**src/logic/dac_latch_pkg.sv**
```systemverilog
// constants and types shared by the converter front end
package dac_latch_pkg;
  localparam int unsigned SAMPLE_W      = 12;
  localparam int unsigned FIFO_DEPTH    = 16;
  localparam logic [11:0] CODE_ZERO     = 12'h000;
  localparam logic [11:0] CODE_MID      = 12'h800;
  localparam logic [11:0] CODE_FULL     = 12'hfff;
  localparam logic [12:0] CURRENT_FULL  = 13'h0fff;
  localparam logic        SLEEP_DEFAULT = 1'b0;
  localparam logic        REF_INTERNAL  = 1'b0;
  localparam logic        REF_EXTERNAL  = 1'b1;
  // power mode state, one-hot
  typedef enum logic [1:0] {
    MODE_RUN   = 2'b01,
    MODE_SLEEP = 2'b10
  } power_mode_t;
endpackage

```
**src/logic/sample_stream_if.sv**
```systemverilog
// valid/ready carrier for sample words between the front end modules
`timescale 1ns/1ps
interface sample_stream_if #(parameter int unsigned WIDTH = 12);
  logic [WIDTH-1:0] data;
  logic             valid;
  logic             ready;
  modport source (output data, output valid, input ready);
  modport sink   (input data, input valid, output ready);
endinterface

```
**src/logic/sample_fifo.sv**
```systemverilog
// flip-flop fifo holding sample words ahead of the output latch
`timescale 1ns/1ps
module sample_fifo #(
  parameter int unsigned WIDTH = 12,
  parameter int unsigned DEPTH = 16
) (
  // clock and reset
  input  wire logic       sys_clk_i,
  input  wire logic       rst_i,
  // write and read sides
  sample_stream_if.sink   wr,
  sample_stream_if.source rd
);
  localparam int unsigned AW = $clog2(DEPTH);
  logic [WIDTH-1:0] mem_reg [DEPTH];
  logic [AW-1:0]    wptr_reg;
  logic [AW-1:0]    wptr_next;
  logic [AW-1:0]    rptr_reg;
  logic [AW-1:0]    rptr_next;
  logic [AW:0]      count_reg;
  logic [AW:0]      count_next;
  logic             push;
  logic             pop;

  assign wr.ready = (count_reg != (AW+1)'(DEPTH));
  assign rd.valid = (count_reg != '0);
  assign rd.data  = mem_reg[rptr_reg];
  assign push     = wr.valid && wr.ready;
  assign pop      = rd.valid && rd.ready;

  always_comb begin
    wptr_next  = wptr_reg;
    rptr_next  = rptr_reg;
    count_next = count_reg;
    if (push) begin
      wptr_next = (wptr_reg == AW'(DEPTH-1)) ? '0 : wptr_reg + 1'b1;
    end
    if (pop) begin
      rptr_next = (rptr_reg == AW'(DEPTH-1)) ? '0 : rptr_reg + 1'b1;
    end
    if (push && !pop) begin
      count_next = count_reg + 1'b1;
    end else if (pop && !push) begin
      count_next = count_reg - 1'b1;
    end
  end

  always_ff @(posedge sys_clk_i) begin
    if (rst_i) begin
      wptr_reg  <= '0;
      rptr_reg  <= '0;
      count_reg <= '0;
    end else begin
      wptr_reg  <= wptr_next;
      rptr_reg  <= rptr_next;
      count_reg <= count_next;
    end
  end

  // storage carries no reset; only pointers and count need a defined value
  always_ff @(posedge sys_clk_i) begin
    if (push) begin
      mem_reg[wptr_reg] <= wr.data;
    end
  end

  fifo_no_overflow_a: assert property (@(posedge sys_clk_i) disable iff (rst_i)
    (count_reg <= (AW+1)'(DEPTH)))
    else $error("fifo accepts a word while full");
endmodule

```
**src/logic/dac_input_latch_control.sv**
```systemverilog
// digital front end of a 12-bit current-output converter
//
// How it works
// - sample word is 12-bit straight binary, bit 0 lsb, bit 11 msb
// - parallel word captured into master register on each rising edge (here only in run mode, from a non-empty fifo)
// - captured word reaches output at the following falling edge (output_code_o; the currents follow at the next rising edge)
// - sleep pin high enters low-current power-down; low runs normally
// - unconnected sleep pin is pulled low, so normal operation by default
// - reference select low uses on-chip bandgap for full-scale current
// - reference select high disables bandgap; reference pin is an input
// - all ones full current to true output, zeros to complement, mid split
//
// the conversion clock is the sys_clk_i domain; the falling-edge slave stage is
// modelled as a second register phase inside the same domain: the master is
// loaded on one system edge and the slave on the next enabled edge, driven by
// a one-cycle enable from a divider that splits each conversion period in two.
`timescale 1ns/1ps
module dac_input_latch_control
  import dac_latch_pkg::*;
#(
  parameter int unsigned WIDTH = SAMPLE_W,
  parameter int unsigned DEPTH = FIFO_DEPTH
) (
  // clock and reset
  input  wire logic             sys_clk_i,
  input  wire logic             rst_i,
  // sample stream from the source
  input  wire logic [WIDTH-1:0] sample_data_i,
  input  wire logic             sample_valid_i,
  output logic                  sample_ready_o,
  // static pins
  input  wire logic             sleep_request_pin_i,
  input  wire logic             sleep_pin_driven_i,
  input  wire logic             ref_select_i,
  // analog side controls
  output logic [WIDTH-1:0]      output_code_o,
  output logic [WIDTH:0]        true_current_output_o,
  output logic [WIDTH:0]        complement_current_o,
  output logic                  output_update_o,
  output logic                  sleep_active_o,
  output logic                  bandgap_enable_o,
  output logic                  reference_voltage_pin_is_input_o
);
  ////////////////////////////////////////////////////////////////////////////
  // pin synchronisers
  logic       sleep_s1_reg;
  logic       sleep_s2_reg;
  logic       driven_s1_reg;
  logic       driven_s2_reg;
  logic       ref_s1_reg;
  logic       ref_s2_reg;
  logic       sleep_level;

  always_ff @(posedge sys_clk_i) begin
    if (rst_i) begin
      sleep_s1_reg  <= 1'b0;
      sleep_s2_reg  <= 1'b0;
      driven_s1_reg <= 1'b0;
      driven_s2_reg <= 1'b0;
      ref_s1_reg    <= 1'b0;
      ref_s2_reg    <= 1'b0;
    end else begin
      sleep_s1_reg  <= sleep_request_pin_i;
      sleep_s2_reg  <= sleep_s1_reg;
      driven_s1_reg <= sleep_pin_driven_i;
      driven_s2_reg <= driven_s1_reg;
      ref_s1_reg    <= ref_select_i;
      ref_s2_reg    <= ref_s1_reg;
    end
  end

  // an undriven sleep pin reads as low, like the internal pull-down
  assign sleep_level = driven_s2_reg ? sleep_s2_reg : SLEEP_DEFAULT;

  ////////////////////////////////////////////////////////////////////////////
  // sample fifo
  sample_stream_if #(.WIDTH(WIDTH)) in_bus ();
  sample_stream_if #(.WIDTH(WIDTH)) out_bus ();

  assign in_bus.data    = sample_data_i;
  assign in_bus.valid   = sample_valid_i;

  sample_fifo #(
    .WIDTH (WIDTH),
    .DEPTH (DEPTH)
  ) u_fifo (
    .sys_clk_i (sys_clk_i),
    .rst_i     (rst_i),
    .wr        (in_bus.sink),
    .rd        (out_bus.source)
  );

  ////////////////////////////////////////////////////////////////////////////
  // phase divider: rise phase loads master, fall phase loads slave
  logic       phase_reg;
  logic       phase_next;
  logic       rise_en;
  logic       fall_en;

  assign rise_en = !phase_reg;
  assign fall_en = phase_reg;

  always_comb begin
    phase_next = !phase_reg;
  end

  always_ff @(posedge sys_clk_i) begin
    if (rst_i) begin
      phase_reg <= 1'b0;
    end else begin
      phase_reg <= phase_next;
    end
  end

  ////////////////////////////////////////////////////////////////////////////
  // power mode
  power_mode_t mode_reg;
  power_mode_t mode_next;

  always_comb begin
    mode_next = mode_reg;
    case (mode_reg)
      MODE_RUN: begin
        if (sleep_level) begin
          mode_next = MODE_SLEEP;
        end
      end
      MODE_SLEEP: begin
        if (!sleep_level) begin
          mode_next = MODE_RUN;
        end
      end
      default: begin
        mode_next = MODE_RUN;
      end
    endcase
  end

  always_ff @(posedge sys_clk_i) begin
    if (rst_i) begin
      mode_reg <= MODE_RUN;
    end else begin
      mode_reg <= mode_next;
    end
  end

  ////////////////////////////////////////////////////////////////////////////
  // master-slave latch
  // the master takes the head of the fifo each rise phase in run mode; when the fifo is
  // empty it holds, so the output repeats the last word instead of glitching
  logic [WIDTH-1:0] master_reg;
  logic [WIDTH-1:0] master_next;
  logic             master_new_reg;
  logic             master_new_next;
  logic [WIDTH-1:0] slave_reg;
  logic [WIDTH-1:0] slave_next;
  logic             update_reg;
  logic             update_next;
  logic             take;

  // sleep stalls the stream, so back-pressure reaches the source
  assign take          = rise_en && out_bus.valid && (mode_reg == MODE_RUN);
  assign out_bus.ready = take;

  always_comb begin
    master_next     = master_reg;
    master_new_next = master_new_reg;
    slave_next      = slave_reg;
    update_next     = 1'b0;
    if (take) begin
      master_next     = out_bus.data;
      master_new_next = 1'b1;
    end else if (fall_en) begin
      master_new_next = 1'b0;
      slave_next      = master_reg;
      update_next     = master_new_reg;
    end
  end

  always_ff @(posedge sys_clk_i) begin
    if (rst_i) begin
      master_reg     <= CODE_ZERO;
      master_new_reg <= 1'b0;
      slave_reg      <= CODE_ZERO;
      update_reg     <= 1'b0;
    end else begin
      master_reg     <= master_next;
      master_new_reg <= master_new_next;
      slave_reg      <= slave_next;
      update_reg     <= update_next;
    end
  end

  ////////////////////////////////////////////////////////////////////////////
  // registered ready
  // a shadow of the fifo fill level lets ready leave from a flip-flop and
  // stay exact; a delayed copy of the fifo flag would lose a word when full
  localparam int unsigned LW = $clog2(DEPTH) + 1;
  logic [LW-1:0] level_reg;
  logic [LW-1:0] level_next;
  logic          ready_reg;
  logic          ready_next;
  logic          push_in;

  assign push_in = in_bus.valid && in_bus.ready;

  always_comb begin
    level_next = level_reg;
    if (push_in && !take) begin
      level_next = level_reg + 1'b1;
    end else if (take && !push_in) begin
      level_next = level_reg - 1'b1;
    end
    ready_next = (level_next != LW'(DEPTH));
  end

  always_ff @(posedge sys_clk_i) begin
    if (rst_i) begin
      level_reg <= '0;
      ready_reg <= 1'b1;
    end else begin
      level_reg <= level_next;
      ready_reg <= ready_next;
    end
  end

  ////////////////////////////////////////////////////////////////////////////
  // output steering and reference select
  logic [WIDTH:0] true_next;
  logic [WIDTH:0] comp_next;
  logic [WIDTH:0] true_reg;
  logic [WIDTH:0] comp_reg;
  logic           bandgap_reg;
  logic           reference_voltage_pin_reg;

  // code scales to code/4095 of full scale; true plus complement is constant except in sleep, where both are zero
  always_comb begin
    true_next = {1'b0, slave_reg};
    comp_next = CURRENT_FULL - {1'b0, slave_reg};
    if (mode_reg == MODE_SLEEP) begin
      true_next = '0;
      comp_next = '0;
    end
  end

  always_ff @(posedge sys_clk_i) begin
    if (rst_i) begin
      true_reg    <= '0;
      comp_reg    <= '0;
      bandgap_reg <= 1'b1;
      reference_voltage_pin_reg   <= 1'b0;
    end else begin
      true_reg    <= true_next;
      comp_reg    <= comp_next;
      bandgap_reg <= (ref_s2_reg == REF_INTERNAL);
      reference_voltage_pin_reg   <= (ref_s2_reg == REF_EXTERNAL);
    end
  end

  // one-hot mode: bit 1 is the sleep state, so sleep leaves from a flop
  assign sample_ready_o                   = ready_reg;
  assign output_code_o                    = slave_reg;
  assign true_current_output_o            = true_reg;
  assign complement_current_o             = comp_reg;
  assign output_update_o                  = update_reg;
  assign sleep_active_o                   = mode_reg[1];
  assign bandgap_enable_o                 = bandgap_reg;
  assign reference_voltage_pin_is_input_o = reference_voltage_pin_reg;

  ////////////////////////////////////////////////////////////////////////////
  // checks
  slave_follows_master_a: assert property (@(posedge sys_clk_i)
    disable iff (rst_i)
    (take) |=> ##1 (slave_reg == $past(out_bus.data, 2)))
    else $error("slave did not take captured word");

  master_capture_a: assert property (@(posedge sys_clk_i)
    disable iff (rst_i)
    take |=> (master_reg == $past(out_bus.data)))
    else $error("master missed word");

  sleep_enter_a: assert property (@(posedge sys_clk_i)
    disable iff (rst_i)
    (sleep_level && mode_reg == MODE_RUN) |=> (mode_reg == MODE_SLEEP))
    else $error("sleep not entered");

  sleep_stalls_a: assert property (@(posedge sys_clk_i)
    disable iff (rst_i)
    (mode_reg == MODE_SLEEP) |-> !take)
    else $error("sample taken in sleep");

  sleep_quiet_a: assert property (@(posedge sys_clk_i)
    disable iff (rst_i)
    (mode_reg == MODE_SLEEP) |=> (true_reg == '0 && comp_reg == '0))
    else $error("current flows in sleep");

  pulldown_run_a: assert property (@(posedge sys_clk_i)
    disable iff (rst_i)
    (!driven_s2_reg)[*2] |=> (mode_reg == MODE_RUN))
    else $error("floating sleep pin did not run");

  bandgap_sel_a: assert property (@(posedge sys_clk_i)
    disable iff (rst_i)
    (ref_s2_reg == REF_INTERNAL) |=> bandgap_reg && !reference_voltage_pin_reg)
    else $error("internal reference not selected");

  extref_sel_a: assert property (@(posedge sys_clk_i)
    disable iff (rst_i)
    (ref_s2_reg == REF_EXTERNAL) |=> !bandgap_reg && reference_voltage_pin_reg)
    else $error("external reference not selected");

  // the first edge after reset still shows the reset currents, not a split
  steer_sum_a: assert property (@(posedge sys_clk_i)
    disable iff (rst_i)
    (!$past(rst_i) && mode_reg == MODE_RUN && $past(mode_reg) == MODE_RUN)
      |-> (true_reg + comp_reg == CURRENT_FULL))
    else $error("output currents do not sum to full scale");

  full_code_a: assert property (@(posedge sys_clk_i)
    disable iff (rst_i)
    (slave_reg == CODE_FULL && mode_reg == MODE_RUN && mode_next == MODE_RUN)
      |=> (comp_reg == '0))
    else $error("full code leaks complement");

  ready_mirror_a: assert property (@(posedge sys_clk_i)
    disable iff (rst_i)
    ready_reg == in_bus.ready)
    else $error("registered ready disagrees with fifo");
endmodule

```
**config.mk**
```make
export PLATFORM = sky130hd
export DESIGN_NAME = dac_input_latch_control
export DESIGN_NICKNAME = d
export VERILOG_FILES = /design/src/logic/dac_latch_pkg.sv /design/src/logic/sample_stream_if.sv /design/src/logic/sample_fifo.sv /design/src/logic/dac_input_latch_control.sv
export SDC_FILE = /design/constraint.sdc
export NUM_CORES = 1
export LEC_CHECK = 0
export ABC_AREA = 1
export BUFFER_PORTS_ARGS = -buffer_cell sky130_fd_sc_hd__buf_2
export CORE_MARGIN = 3
export CORE_UTILIZATION = 60
export DETAILED_ROUTE_END_ITERATION = 8
export HOLD_SLACK_MARGIN = 0.08
export PLACE_DENSITY = 0.79
export SLEW_MARGIN = 20
export SYNTH_ARGS = -nofsm -noshare
export SYNTH_HDL_FRONTEND = slang
export SYNTH_SLANG_ARGS = --single-unit
export TNS_END_PERCENT = 50
```
**constraint.sdc**
```tcl
create_clock -name sys_clk_i -period 3.5 [get_ports sys_clk_i]
set_input_delay 0.175 -clock sys_clk_i [delete_from_list [all_inputs] [get_ports sys_clk_i]]
set_output_delay 0.175 -clock sys_clk_i [all_outputs]
set_load 0.01 [all_outputs]
```
==> After elaboration in Yosys (flattened, before gate mapping) <==
Memories as Yosys holds them, arrays and structs flattened. A register that Yosys moved wholly into a read port is not among the register bits.
Cells that the tools add are included.
W data, S select, Z words.
{ "totals": {"ff_bits": 70, "ramBits": 192, "input_bits": 18, "out_inout_bits": 43, "mem_count": 1} }
{ "classes": {"add_sub_neg": 7, "n_eq_ne": 8, "mux": 14, "n_bitwise": 3, "n_reduce_logical": 19} }
{ "mem_list": {"columns": ["memory", "words", "word_bits", "read_ports", "rd_ports_with_merged_regs", "wr", "line_no", "rtl"], "rows": [
  ["u_fifo.mem_reg", 16, 12, 1, 1, 1, "sample_fifo.sv:15", "logic [WIDTH-1:0] mem_reg [DEPTH];"]
]} }
{ "ops": {"columns": ["operator", "count"], "rows": [
  ["$mux W5", 4],
  ["$sub A12 B12 Y13 const A", 1],
  ["$add A5 B1 Y5 const B", 2],
  ["$ne A5 B5 Y1 const B", 2],
  ["$sub A5 B1 Y5 const B", 2],
  ["$add A4 B1 Y4 const B", 2],
  ["$eq A4 B4 Y1 const B", 2],
  ["$logic_and A1 B1 Y1", 8],
  ["$mux W4", 2],
  ["$mux W1", 5],
  ["$reduce_bool A5 Y1", 1],
  ["$logic_not A1 Y1", 4],
  ["$mux W2", 2],
  ["$ne A2 B2 Y1 const B", 2],
  ["$pmux W2 S2", 1],
  ["$reduce_and A2 Y1", 2],
  ["$reduce_bool A2 Y1", 2],
  ["$not A1 Y1", 3],
  ["$reduce_or A3 Y1", 1],
  ["$eq A2 B1 Y1 const B", 1],
  ["$eq A2 B2 Y1 const B", 1],
  ["$reduce_or A2 Y1", 1]
]} }

==> Depth between registers and ports, before layout <==
{ "depth": {"ltp_word": 7, "depth_mapped": 17} }

==> Cells and area by module <==
From an unflattened synthesis, not the netlist that was laid out.
{ "unflattened": {"hier_cells": 1134, "area_unflattened_um2": 11208.2} }
{ "by_module_without_submodules": {"columns": ["module", "instances", "cells_each", "area_per_inst_um2", "seq_area_each_um2"], "rows": [
  ["sample_fifo", 1, 859, 8946.1, 6105.9],
  ["dac_input_latch_control", 1, 275, 2262.2, 1341.3]
]} }

==> Worst setup path before layout <==
OpenSTA, ideal clock, no wires.
{ "synth_timing": {"path_type": "reg-to-reg", "startpoint": "reg u_fifo.count_reg[1]", "endpoint": "reg u_fifo.count_reg[4]", "setup_time_ns": 0.116, "arrival_ns": 2.272, "setup_slack_ns": 1.112, "stages_incl_launch_ff": 17, "n_path_buf": 2, "period_less_slack_ns": 2.388, "cell_sequence": "dfxtp_1 -> nor2_2 -> nand3_1 -> nand2_2 -> buf_4 -> buf_2 -> ha_1 -> inv_1 -> ha_1 -> nand2_1 -> nand2_1 -> a21oi_1 -> nor2_1 -> nor2_1 -> nand2_1 -> o21ai_0 -> nor2_1"} }
{ "synth_between": {"elab_chain_cells": 7, "word_cells_on_any_way": 15, "cone_classes": "add/sub (2); eq/ne (1); mux (2); reduce/logical (10)"} }
{ "synth_rtl": {"columns": ["item", "line_no", "rtl"], "rows": [
  ["start: declaration", "sample_fifo.sv:20", "logic [AW:0] count_reg;"],
  ["start signal: assignment", "sample_fifo.sv:56", "count_reg <= count_next;"],
  ["branches (longest 7 deep; another with $sub A5 B1 Y5)", null, null]
]} }
Several ways; the timed one is not identified. The select of a mux whose other input is x is not followed.
A chain may end at the register's enable or synchronous reset.

==> Worst setup path after layout <==
Ends and elaborated chain as after synthesis.

==> flow_summary.json <==
{
  "synth_top_area_share_pct": 54.0,
  "num_rows": 48,
  "avgSynthCellArea_um2": 11.3,
  "clkPwrFrac_pct": 32.1,
  "vias_per_cell": 5.67,
  "yosysTopAreaCell": "edfxtp_1",
  "place_congestion": 0.781,
  "syn_inst": 941,
  "largest_register_ffs": 192,
  "hp-class": "input port to flop",
  "path_class": "flop to flop",
  "antenna_found_initial": 0,
  "combinationalPowerShare_pct": 23.3,
  "diodes": 0,
  "clk_latency_ns": 0.55,
  "cts_root_buffer": "clkbuf_16",
  "finClkSkew_ns": 0.0260,
  "clock_path_buffers": 3,
  "post_cts_resize_count": 0,
  "final_cells": 1259,
  "syn_area_um2": 10700,
  "crit_fanout": 23,
  "ys_seq_elements": 272,
  "die_y_um": 139,
  "start_util_pct": 61.5,
  "cp.required_ns": 3.92,
  "htreeDepth": 1,
  "path_clk_slew_ns": 0.06,
  "overflow": 0,
  "drt-initial-drc-count": 659,
  "routed_wl_mm": 23.3,
  "maxSlewHeadroom_pct": 33.7,
  "layout_min_cycle_time_ns": 2.59,
  "rsz0062_at_grt": "no",
  "hpwl_mm": 13.0,
  "layout-drive-gt1-share_pct": 13.4,
  "ys_seq_area_share_pct": 69.1,
  "yosys.cell_types.count": 39,
  "power_density_nw_per_um2": 709,
  "synthArstFlopShare_pct": 0,
  "crit_slowest_cell": "ha_1",
  "cts-hold-fix-buffers": 16,
  "ant_nets": 0,
  "die_w_um": 139,
  "worstPathArrival_ns": 3.01,
  "worst-path-buf-inv": 1,
  "holdWs_ns": 0.0871,
  "cts_buffers": 27,
  "cap_violations": 0,
  "dpl_cell_area_um2": 11100,
  "max_stage_delay_ns": 0.36,
  "cts_sinks": 272,
  "tns_ns": 0,
  "crit_path_start_kind": "flop",
  "finalSetupViolCount": 0,
  "cts_setup_buffers": 0,
  "synthMostInstantiatedCell": "nor2_1",
  "worst_pin_slew_ns": 0.994,
  "io_buffers": 58,
  "synth-edff-count": 192,
  "critical_path.cell_chain": "nor2_2 -> nand3_1 -> nand2_2 -> ha_1 -> inv_1 -> ha_1 -> nand2_1 -> nand2_1 -> a21oi_1 -> nor2_1 -> nor2_1 -> nand2_1 -> o21ai_0 -> nor2_1",
  "max_freq_ghz": 0.386,
  "p_int_uw": 5920,
  "swShare_pct": 31.0,
  "routedWlPerCell_um": 18.5,
  "hold_viol": 0,
  "p_sw_uw": 2660,
  "fill_cells": 1204,
  "cpLargestDelayFamily": "simple AND/OR/NAND/NOR gates",
  "cp-end-kind": "flop",
  "finalCritPeriodShare_pct": 74.0,
  "power.total_uw": 8590,
  "grt_pass1_wl_mm": 36.4,
  "status": "finished clean",
  "synthTopCellsByCount": "nor2_1, edfxtp_1, o21ai_0",
  "first_global_vias": 6870,
  "synth_top_cells_by_area": "edfxtp_1, dfxtp_1, nor2_1",
  "grt_max_degree": 100,
  "dpl.cell_count": 1193,
  "seqPwrFrac_pct": 44.5,
  "area_delta_synth_final_pct": 13.6,
  "die-area_um2": 19400,
  "vias": 7144,
  "cts_tree": "done",
  "ir_drop_v": 0.000521,
  "drc": 0,
  "gr-usage-all-layers_pct": 23.8,
  "synthFlopType": "edfxtp_1",
  "synth_warnings": 0,
  "core_area_um2": 17400,
  "final_max_slew_viol_count": 0,
  "dr.pass1.iters": 5,
  "fin_nets": 1043,
  "io_pins": 61,
  "fin_area_um2": 12100,
  "p_leak_uw": 0.00456
}
==> metal layers <==
layer  share of wire (%)  GRT usage, %  up-vias  wire, um
li1                    -             -     3395         -
met1                  40          31.7     3364      9290
met2                  48          39.1      313     11200
met3                 7.8          3.57       72      1820
met4                 4.2          10.7        0       980
met5                   0             0        -         0
==> path summary, 6_finish.rpt <==
check,from,to,slack [ns],cells past startpoint
worst max-delay path,u_fifo.count_reg[1],u_fifo.count_reg[4],0.91,14
worst min-delay path,rst_i,ref_s1_reg,0.09,2
worst max register to register,u_fifo.count_reg[1],u_fifo.count_reg[4],0.91,14
worst min register to register,ref_s2_reg,bandgap_enable_o,0.39,1
==> worst reg2reg max path, stage by stage, from the launching register on <==
cell and delay (ns):
dfxtp_1 0.34, nor2_2 0.16, nand3_1 0.10, nand2_2 0.35, ha_1 0.32, inv_1 0.11
ha_1 0.37, nand2_1 0.09, nand2_1 0.05, a21oi_1 0.17, nor2_1 0.06, nor2_1 0.12
nand2_1 0.07, o21ai_0 0.14, nor2_1 0.05
==> power groups by stage <==
stage / logic [uW] / registers [uW] / clock network, uW
after global routing: 2270 / 3850 / 2910
after global placement: 1890 / 3880 / 0
final: 2000 / 3820 / 2760
after detailed placement: 1950 / 3890 / 0
after CTS: 2000 / 3820 / 2790
after floorplan: 1580 / 3850 / 0
==> placed cells by master, fill, tap and decap left out, types with 2 or more instances in the layout <==
cell,count
o211ai_1,47
o21ai_1,19
edfxtp_1,192
nand2_2,2
buf_2,58
clkbuf_16,27
xnor2_1,2
inv_2,3
inv_1,70
nand2_1,54
dfxtp_2,2
bufinv_16,2
nor3_2,2
ha_1,11
o21ai_0,86
conb_1,2
nand4_1,2
clkinvlp_4,2
nand3_2,2
clkinv_2,4
dfxtp_1,78
nand2_4,2
o22ai_1,13
clkinv_1,9
nor2_1,206
nand3_1,53
nor2_2,2
dlygate4sd3_1,16
clkbuf_1,4
buf_4,21
a21oi_1,25
xor2_1,3
==> layout make-up <==
cell class | instances | area [um^2] | share of cell area [%]
tap | 225 | 282 | 2.32
sequential | 272 | 7370 | 60.8
clock inverter | 19 | 166 | 1.37
multi-input combinational | 541 | 2700 | 22.3
timing repair buffer | 96 | 628 | 5.18
inverter | 75 | 284 | 2.34
clock buffer | 31 | 691 | 5.70
==> kinds of logic after synthesis <==
group,count (synthesis),share of synthesized area [%]
simple gates,328,12.7
flops,272,69.1
compound gates,194,10.5
buf+inv,129,5.75
fa+ha+maj,12,1.48
xor+xnor,5,0.411
other cells,1,0.0352
==> stage by stage <==
| stage | worst slack [ns] | utilization [%] |
|---|---|---|
| after floorplan | 1.11 | - |
| after detailed placement | 0.921 | 63.9 |
| after global routing | 0.578 | 69.8 |
| final | 0.909 | 69.8 |
| after global placement | 1.00 | 63.9 |
| after CTS | 0.903 | 69.8 |
Power figures use the tool's default switching activity.
